## config.mk

```make
export PLATFORM = sky130hd
export DESIGN_NAME = usb_ep_cmd
export DESIGN_NICKNAME = d
export VERILOG_FILES = /design/src/core/usb_ep_cmd_pkg.sv /design/src/core/usb_ep_cmd_decode.sv /design/src/core/usb_ep_state.sv /design/src/core/usb_ep_cmd.sv
export VERILOG_INCLUDE_DIRS = /design/src /design/src/core
export SDC_FILE = /design/constraint.sdc
export NUM_CORES = 1
export LEC_CHECK = 0
export BUFFER_PORTS_ARGS = -buffer_cell sky130_fd_sc_hd__buf_2
export CELL_PAD_IN_SITES_DETAIL_PLACEMENT = 0
export CELL_PAD_IN_SITES_GLOBAL_PLACEMENT = 1
export CORE_AREA = 2 2 132 134
export CTS_CLUSTER_DIAMETER = 60
export DETAILED_ROUTE_END_ITERATION = 10
export DIE_AREA = 0 0 134 136
export GPL_TIMING_DRIVEN = 0
export PLACE_DENSITY = 0.89
export SYNTH_ARGS = -nofsm -noshare
export SYNTH_HDL_FRONTEND = slang
export SYNTH_SLANG_ARGS = --single-unit
```

## constraint.sdc

```tcl
create_clock -name clk_sys -period 1.85 [get_ports clk_sys]
set_input_delay 0.185 -clock clk_sys [delete_from_list [all_inputs] [get_ports clk_sys]]
set_output_delay 0.185 -clock clk_sys [all_outputs]
set_load 0.02 [all_outputs]
```

## src/core/usb_ep_cmd_defines.svh

```systemverilog
// command codes, status bit positions and sizes for the endpoint command block
`ifndef USB_EP_CMD_DEFINES_SVH
`define USB_EP_CMD_DEFINES_SVH

`define EP_COUNT 16
`define CMD_STALL_HI 4'h4
`define CMD_VALIDATE_HI 4'h6
`define CMD_CLEAR_HI 4'h7
`define CMD_UNSTALL_HI 4'h8
`define CMD_STATUS_COPY_HI 4'hD
`define CMD_STATUS_LIVE_HI 4'h5
`define CMD_ACK_SETUP 8'hF4
`define EP_CTRL_OUT 4'h0
`define EP_CTRL_IN 4'h1
`define STAT_STALLED 7
`define STAT_SEC_FULL 6
`define STAT_PRI_FULL 5
`define STAT_TOGGLE 4
`define STAT_OVERRUN 3
`define STAT_SETUP 2
`define STAT_BUF_SEL 1
`define STATUS_RESET 8'h00

`endif

```

## src/core/usb_ep_cmd_pkg.sv

```systemverilog
// types shared by the endpoint command block
package usb_ep_cmd_pkg;
  typedef logic [3:0] ep_index_t;
  typedef logic [7:0] ep_status_t;
  typedef enum logic [2:0] {
    OP_NONE,
    OP_STALL,
    OP_UNSTALL,
    OP_VALIDATE,
    OP_CLEAR,
    OP_READ_COPY,
    OP_READ_LIVE,
    OP_ACK_SETUP
  } cmd_op_t;
endpackage

```

## src/core/usb_ep_cmd_decode.sv

```systemverilog
// command byte decoder: turns the command code into an operation and endpoint
`include "usb_ep_cmd_defines.svh"
`timescale 1ns/10ps
`default_nettype none
module usb_ep_cmd_decode (
  // command byte
  input wire logic [7:0] code,
  // decoded operation
  output usb_ep_cmd_pkg::cmd_op_t op,
  output usb_ep_cmd_pkg::ep_index_t ep
);
  import usb_ep_cmd_pkg::*;

  wire [3:0] hi = code[7:4];
  wire isStall = (hi == `CMD_STALL_HI);
  wire isUnstall = (hi == `CMD_UNSTALL_HI);
  wire isValidate = (hi == `CMD_VALIDATE_HI) && (code[3:0] != `EP_CTRL_OUT);
  wire isClear = (hi == `CMD_CLEAR_HI) && (code[3:0] != `EP_CTRL_IN);
  wire isCopy = (hi == `CMD_STATUS_COPY_HI);
  wire isLive = (hi == `CMD_STATUS_LIVE_HI);
  wire isAck = (code == `CMD_ACK_SETUP);

  // priority chain of the recognised code groups
  assign op = isStall ? OP_STALL :
              isUnstall ? OP_UNSTALL :
              isValidate ? OP_VALIDATE :
              isClear ? OP_CLEAR :
              isCopy ? OP_READ_COPY :
              isLive ? OP_READ_LIVE :
              isAck ? OP_ACK_SETUP : OP_NONE;
  assign ep = code[3:0];
endmodule
`default_nettype wire

```

## src/core/usb_ep_state.sv

```systemverilog
// per-endpoint state: stall, buffer full flags, toggle, setup and buffer select
`include "usb_ep_cmd_defines.svh"
`timescale 1ns/10ps
`default_nettype none
module usb_ep_state #(
  parameter bit IS_IN = 1'b0,
  parameter bit IS_CTRL = 1'b0
) (
  // clock and reset
  input wire logic clk_sys,
  input wire logic rstn,
  // configuration
  input wire logic doubleBuf,
  // processor commands
  input wire logic doStall,
  input wire logic doUnstall,
  input wire logic doRelease,
  input wire logic doReadLive,
  input wire logic doReadCopy,
  // serial engine events
  input wire logic setupToken,
  input wire logic setupDone,
  input wire logic pktDone,
  input wire logic pktToggle,
  // state out
  output usb_ep_cmd_pkg::ep_status_t status,
  output logic intFlag
);
  import usb_ep_cmd_pkg::*;

  logic stalled, priFull, secFull, toggle, overrun, setupHeld, bufSel, setupBusy;

  // a leaving stall reinitialises the endpoint
  wire leaveStall = stalled && (doUnstall || (IS_CTRL && setupToken));
  // with double buffering the engine-side buffer is the one the processor does not hold; single-buffered, both use the same one
  wire engSel = doubleBuf ? ~bufSel : bufSel;
  wire setPri = pktDone && !engSel;
  wire setSec = pktDone && engSel && doubleBuf;
  wire relPri = doRelease && !bufSel;
  wire relSec = doRelease && bufSel;
  wire newOverrun = IS_CTRL && setupToken && setupHeld;

  // stall flag and data toggle
  always_ff @(posedge clk_sys or negedge rstn) begin
    if (!rstn) begin
      stalled <= 1'b0;
      toggle <= 1'b0;
    end else begin
      if (doStall) begin
        stalled <= 1'b1;
      end else if (leaveStall) begin
        stalled <= 1'b0;
      end
      if (leaveStall) begin
        toggle <= 1'b0;
      end else if (pktDone) begin
        toggle <= ~pktToggle;
      end
    end
  end

  // buffer full flags and processor buffer select
  always_ff @(posedge clk_sys or negedge rstn) begin
    if (!rstn) begin
      priFull <= 1'b0;
      secFull <= 1'b0;
      bufSel <= 1'b0;
    end else if (leaveStall) begin
      priFull <= 1'b0;
      secFull <= 1'b0;
      bufSel <= 1'b0;
    end else begin
      priFull <= setPri || (priFull && !(IS_IN ? pktDone && !engSel : relPri)) || (IS_IN && relPri);
      secFull <= setSec || (secFull && !(IS_IN ? pktDone && engSel : relSec)) || (IS_IN && relSec);
      if (doRelease && doubleBuf) begin
        bufSel <= ~bufSel;
      end
    end
  end

  // setup presence, overrun and live-read interrupt flag
  always_ff @(posedge clk_sys or negedge rstn) begin
    if (!rstn) begin
      setupHeld <= 1'b0;
      setupBusy <= 1'b0;
      overrun <= 1'b0;
      intFlag <= 1'b0;
    end else begin
      if (IS_CTRL && setupToken) begin
        setupHeld <= 1'b1;
        setupBusy <= 1'b1;
      end else if (doStall || doRelease) begin
        setupHeld <= 1'b0;
      end
      if (setupDone) begin
        setupBusy <= 1'b0;
      end
      if (newOverrun) begin
        overrun <= 1'b1;
      end else if ((doReadCopy || doReadLive) && !setupBusy) begin
        overrun <= 1'b0;
      end
      if (pktDone || setupToken) begin
        intFlag <= 1'b1;
      end else if (doReadLive) begin
        intFlag <= 1'b0;
      end
    end
  end

  assign status = {stalled, secFull, priFull, toggle, overrun, setupHeld, bufSel, 1'b0};
endmodule
`default_nettype wire

```

## src/core/usb_ep_cmd.sv

```systemverilog
// endpoint command interpreter of the device controller
// Contract
// - codes 40h-4Fh stall the addressed endpoint
// - codes 80h-8Fh unstall the addressed endpoint
// - setup token unstalls a stalled control endpoint
// - unstall flushes buffer and resets toggle DATA0
// - codes 61h-6Fh set IN buffer full (code sets full on endpoint 1 only; other IN endpoints are emptied)
// - validate or clear swaps double buffer select
// - codes 70h,72h-7Fh empty OUT endpoint buffer
// - received packet sets full, further packets NAK
// - D0h-DFh read status copy, clearing only overrun
// - copy bits: stall, full1, full0, toggle
// - bit2 setup present, bit1 buffer select
// - overrun set by overwriting setup, read clears
// - setup locks validate/clear until F4h
// - command on low byte with select high
// - live status read clears interrupt bit
`include "usb_ep_cmd_defines.svh"
`timescale 1ns/10ps
`default_nettype none
module usb_ep_cmd #(
  parameter int EPS = `EP_COUNT
) (
  // clock and reset
  input wire logic clk_sys,
  input wire logic rstn,
  // processor parallel port
  input wire logic [15:0] dataIn,
  input wire logic command_data_select,
  input wire logic wrStrobe,
  input wire logic rdStrobe,
  output logic [15:0] dataOut,
  output logic dataOutEn,
  // endpoint configuration
  input wire logic [EPS-1:0] doubleBuffered,
  input wire logic [EPS-1:0] epIsIn,
  // serial engine side
  input wire logic setupToken,
  input wire logic setupDone,
  input wire logic pktDone,
  input wire usb_ep_cmd_pkg::ep_index_t pktEp,
  input wire logic pktToggle,
  output logic [EPS-1:0] epNak,
  output logic [EPS-1:0] epStalled,
  output logic [EPS-1:0] epInterrupt,
  output logic setupLocked
);
  import usb_ep_cmd_pkg::*;

  cmd_op_t op;
  ep_index_t ep;
  ep_status_t status [EPS];
  logic [EPS-1:0] intBits;
  logic pendRead;
  logic pendLive;
  ep_index_t pendEp;

  // command phase: low byte only, select line high
  wire cmdWrite = wrStrobe && command_data_select;

  usb_ep_cmd_decode decoder (
    .code(dataIn[7:0]),
    .op(op),
    .ep(ep)
  );

  // lock blocks validate/clear on both control endpoints
  wire ctrlEp = (ep == `EP_CTRL_OUT) || (ep == `EP_CTRL_IN);
  wire releaseOk = !(setupLocked && ctrlEp);
  wire readCopyNow = rdStrobe && !command_data_select && pendRead && !pendLive;
  wire readLiveNow = rdStrobe && !command_data_select && pendRead && pendLive;

  // one state block per endpoint
  genvar i;
  generate
    for (i = 0; i < EPS; i++) begin : g_ep
      wire hit = cmdWrite && (ep == i[3:0]);
      wire isIn = (i == 1) ? 1'b1 : (i == 0) ? 1'b0 : epIsIn[i];
      usb_ep_state #(
        .IS_IN(i == 1),
        .IS_CTRL(i < 2)
      ) st (
        .clk_sys(clk_sys),
        .rstn(rstn),
        .doubleBuf(doubleBuffered[i] && (i >= 2)),
        .doStall(hit && op == OP_STALL),
        .doUnstall(hit && op == OP_UNSTALL),
        .doRelease(hit && releaseOk && (isIn ? op == OP_VALIDATE : op == OP_CLEAR)),
        .doReadLive(readLiveNow && pendEp == i[3:0]),
        .doReadCopy(readCopyNow && pendEp == i[3:0]),
        .setupToken(setupToken && i == 0),
        .setupDone(setupDone && i == 0),
        .pktDone(pktDone && pktEp == i[3:0] && !epNak[i]),
        .pktToggle(pktToggle),
        .status(status[i]),
        .intFlag(intBits[i])
      );
      // full OUT buffers refuse data; empty IN buffers have none
      assign epNak[i] = isIn ? !(status[i][`STAT_PRI_FULL] || status[i][`STAT_SEC_FULL])
                             : (status[i][`STAT_PRI_FULL] && (!(doubleBuffered[i] && (i >= 2)) || status[i][`STAT_SEC_FULL]));
      assign epStalled[i] = status[i][`STAT_STALLED];
    end
  endgenerate

  assign epInterrupt = intBits;
  assign dataOutEn = rdStrobe && !command_data_select;

  // setup lock and pending status read
  always_ff @(posedge clk_sys or negedge rstn) begin
    if (!rstn) begin
      setupLocked <= 1'b0;
      pendRead <= 1'b0;
      pendLive <= 1'b0;
      pendEp <= 4'h0;
    end else begin
      if (setupToken) begin
        setupLocked <= 1'b1;
      end else if (cmdWrite && op == OP_ACK_SETUP) begin
        setupLocked <= 1'b0;
      end
      if (cmdWrite) begin
        pendRead <= (op == OP_READ_COPY) || (op == OP_READ_LIVE);
        pendLive <= (op == OP_READ_LIVE);
        pendEp <= ep;
      end else if (rdStrobe && !command_data_select) begin
        pendRead <= 1'b0;
      end
    end
  end

  // read data register, status in the low byte
  always_ff @(posedge clk_sys or negedge rstn) begin
    if (!rstn) begin
      dataOut <= {8'h00, `STATUS_RESET};
    end else if (cmdWrite && (op == OP_READ_COPY || op == OP_READ_LIVE)) begin
      dataOut <= {8'h00, status[ep]};
    end
  end

  // stall command sets the flag one cycle later
  a_stall_sets: assert property (@(posedge clk_sys) disable iff (!rstn)
    cmdWrite && op == OP_STALL |=> epStalled[$past(ep)])
    else $error("stall command did not stall");
  // unstall clears stall and toggle
  a_unstall_clears: assert property (@(posedge clk_sys) disable iff (!rstn)
    cmdWrite && op == OP_UNSTALL && epStalled[ep] |=> !epStalled[$past(ep)] && !status[$past(ep)][`STAT_TOGGLE])
    else $error("unstall left stall or toggle set");
  // setup token unstalls control out
  a_setup_unstall: assert property (@(posedge clk_sys) disable iff (!rstn)
    setupToken && epStalled[0] && !(cmdWrite && op == OP_STALL && ep == 4'h0) |=> !epStalled[0])
    else $error("setup token did not unstall");
  // reinitialised endpoint has empty buffers
  a_reinit_flush: assert property (@(posedge clk_sys) disable iff (!rstn)
    epStalled[2] && cmdWrite && op == OP_UNSTALL && ep == 4'h2 |=> status[2][6:5] == 2'b00 && !status[2][`STAT_BUF_SEL])
    else $error("unstall did not flush");
  // setup token sets the lock one cycle later
  a_lock_holds: assert property (@(posedge clk_sys) disable iff (!rstn)
    setupToken |=> setupLocked)
    else $error("setup did not lock");
  // locked validate leaves control in unchanged
  a_lock_no_change: assert property (@(posedge clk_sys) disable iff (!rstn)
    setupLocked && cmdWrite && op == OP_VALIDATE && ep == 4'h1 && !pktDone && !setupToken
      |=> status[1][6:1] == $past(status[1][6:1]))
    else $error("locked validate changed state");
  // copy read leaves interrupt bits alone
  a_copy_keeps_int: assert property (@(posedge clk_sys) disable iff (!rstn)
    readCopyNow |=> epInterrupt[$past(pendEp)] || !$past(epInterrupt[pendEp]))
    else $error("copy read cleared interrupt");
  // reserved bit always zero
  a_reserved_zero: assert property (@(posedge clk_sys) disable iff (!rstn)
    dataOut[0] == 1'b0 && dataOut[15:8] == 8'h00)
    else $error("reserved bits nonzero");
endmodule
`default_nettype wire

```

==> impl_metrics.yaml <==
drt:
  vias_per_cell: 5.89
  drtPass1Iterations: 5
  wl_per_cell_um: 20.1
  drt_iter0_drc: 672
  via_count: 6418
  wl_um: 21900
  final_antenna_net_count: 0
  remaining_drc_errors: 0
yosys:
  synth.avg_cell_area_um2: 9.59
  syn_inst: 737
  ys_warn_count: 0
  synth_edf_count: 0
  synth-seq-cells: 109
  syn_area_um2: 7070
  async_flop_share: 1.00
  synth_flop_cell: "dfrtp_1"
  synth_cell_types: 54
  yosysSeqAreaShare: 0.386
layout:
  nNetsFinal: 921
  diodes: 0
  layout_common_cells: "120 x buf_2, 109 x dfrtp_1, 46 x nor2_1"
  final_common_cell: "buf_2"
  syn_to_final_growth_pct: 17.9
  drive_gt1_frac: 0.263
global_route:
  busiest_layer: "met2"
  grt_start_max_net_pins: 70
  grt_pass1_vias: 5977
  grt_pass1_wl_um: 33800
  gr-usage-met1: 0.338
  grt_use_total: 0.243
  met2_usage: 0.379
  use_met3: 0.0544
  grt_overflow: 0
  antenna_found_initial: 0
cts:
  cts_max_path_buffers: 2
  cts_made_buffers: 9
  cts_tree: "done"
  clkLatencyLatePin_ns: 0.37
  path_clk_slew_ns: 0.07
  cts_sinks: 109
  root_buffer: "clkbuf_16"
  cts_max_level: 3
placement:
  io_buffers: 101
  gp_congestion: 0.887
  place_ws_ns: -0.395
  dp_hpwl_um: 16300
power_and_ir_drop:
  peakVddDrop_mv: 0.626
  power_leakage_uw: 0.00368
  powerDensity_nw_per_um2: 792
timing:
  fin_crit_ns: 1.77
  slew_headroom: 0.422
  fin_worst_skew_ns: 0.00778
  setup_tns_ns: 0
  drv_slew: 0
  setup_violations: 0
  period_share: 0.958
  max_freq_mhz: 564
  rsz0062_at_grt: "false"
  tightest_slew_ns: 0.865
  hold_viol: 0
  fin_ws_ns: 0.0770
setup_path:
  crit_type: "in -> reg"
  required_ns: 2.09
  setup.worst_path.start_class: "primary input"
  critPathCaptureType: "register"
  worstPathMaxFanout: 10
  arrival_ns: 2.02
floorplanning:
  fp-row-count: 48
  initial_utilization: 0.419
  die_w_um: 134
  die_height_um: 136
  coreArea_um2: 16900
  boundaryPins: 127
  die_area_um2: 18200
hold_path:
  hold_path.class: "in -> reg"
run_status:
  status: "finished clean"
run:
  drv_cap: 0
## metrics by stage
| step | instances | total power [uW] | instance area [um2] | hold WS, ns | util |
|---|---|---|---|---|---|
| after CTS | 1089 | 6610 | 8330 | 0.126 | 0.494 |
| after detailed placement | 1072 | 4600 | 7920 | 0.209 | 0.469 |
| after floorplan | 745 | 4010 | 7100 | -0.111 | - |
| after global routing | 1089 | 6880 | 8330 | 0.131 | 0.494 |
| final | 1089 | 6600 | 8330 | 0.132 | 0.494 |
| after global placement | 1071 | 4550 | 7890 | 0.344 | 0.467 |
## path summary, 6_finish.rpt
path / from / to / slack [ns] / cells after the start
setup / recovery: dataIn[4] / dataOut[6] / 0.08 / 7
hold / removal: dataIn[7] / pendLive / 0.13 / 2
setup reg to reg: g_ep[13].st.priFull / dataOut[5] / 0.11 / 4
hold reg to reg: dataOut[4] / dataOut[4] / 0.48 / 2
max in group asynchronous: rstn / g_ep[13].st.bufSel / 0.76 / 3
min in group asynchronous: rstn / g_ep[6].st.intFlag / 0.35 / 2
## where the power goes
group	switching, uW	internal [uW]	total [uW]
logic	917	719	1640
clock network	905	1110	2020
registers	267	2680	2950
## critical path, stage by stage
cell and delay (ns):
buf_2 0.14, buf_2 0.38, nand4_1 0.22, or2_2 0.31, clkbuf_1 0.26, nor3_1 0.38
a31oi_1 0.13
## repair_timing
item	in CTS	in global routing
endpoints found under the setup margin	10	0
gates resized for setup	8	0
buffers inserted	0	0
hold endpoints to repair	41	0
hold buffers	2	0
## cell families after synthesis
logic type / synth area share
xor gates and xnor gates: 0.0173
DFF: 0.386
and+or+nand+nor: 0.235
buffers and inverters: 0.0789
AOI/OAI and AO/OA: 0.207
other: 0.000530
muxes: 0.0745
## routing by layer
layer  vias up  routed length, um
met4         0                612
met1      3155               9410
met2       278              10200
met3        42               1730
met5         -                  0
li1       2943                  -
## registers in the layout (all words and copies together) (netlist names), 4 cells and up
name             flops
g_ep.st.priFull     16
g_ep.st.toggle      16
pendEp               4
g_ep.st.bufSel      14
dataOut              7
g_ep.st.stalled     16
g_ep.st.secFull     14
g_ep.st.intFlag     16
## cell usage after synthesis (2+ instances only)
master,instances,area share
nand2_1,39,0.021
dfrtp_1,109,0.39
nor3b_1,15,0.016
mux4_2,16,0.051
a21oi_1,41,0.029
clkbuf_1,13,0.0069
o21ai_0,32,0.023
o22ai_1,2,0.0018
nor2b_1,18,0.016
mux2_2,5,0.0080
nand2b_1,32,0.028
xor2_1,14,0.017
or2_2,2,0.0018
or3_1,16,0.014
nand3b_1,7,0.0074
a31oi_1,21,0.019
and4_1,4,0.0050
a2111oi_2,7,0.015
nor2_1,46,0.024
mux2i_1,11,0.016
a21o_1,17,0.018
and3_1,19,0.017
o31ai_1,14,0.015
buf_2,19,0.013
a32o_1,3,0.0042
nand4b_1,2,0.0025
and2_1,14,0.012
buf_4,44,0.047
nand3_1,29,0.021
and2_0,2,0.0018
a22o_1,14,0.017
a22oi_1,14,0.015
a2111oi_4,7,0.027
nand4_1,30,0.027
nor3_1,7,0.0050
and4b_1,3,0.0042
a211oi_1,16,0.017
inv_1,17,0.0090
## layout make-up
type                    count  area (um2)
fillers                  1600        8540
repair buffers            104         556
inverters                  17        63.8
plain buffers              79         495
clock buffers              11         253
well taps                 225         282
multi-input cells         540        3910
flip-flops and latches    109        2730
clock inverters             4        47.5
No activity file was read; power rests on OpenSTA's default activity.
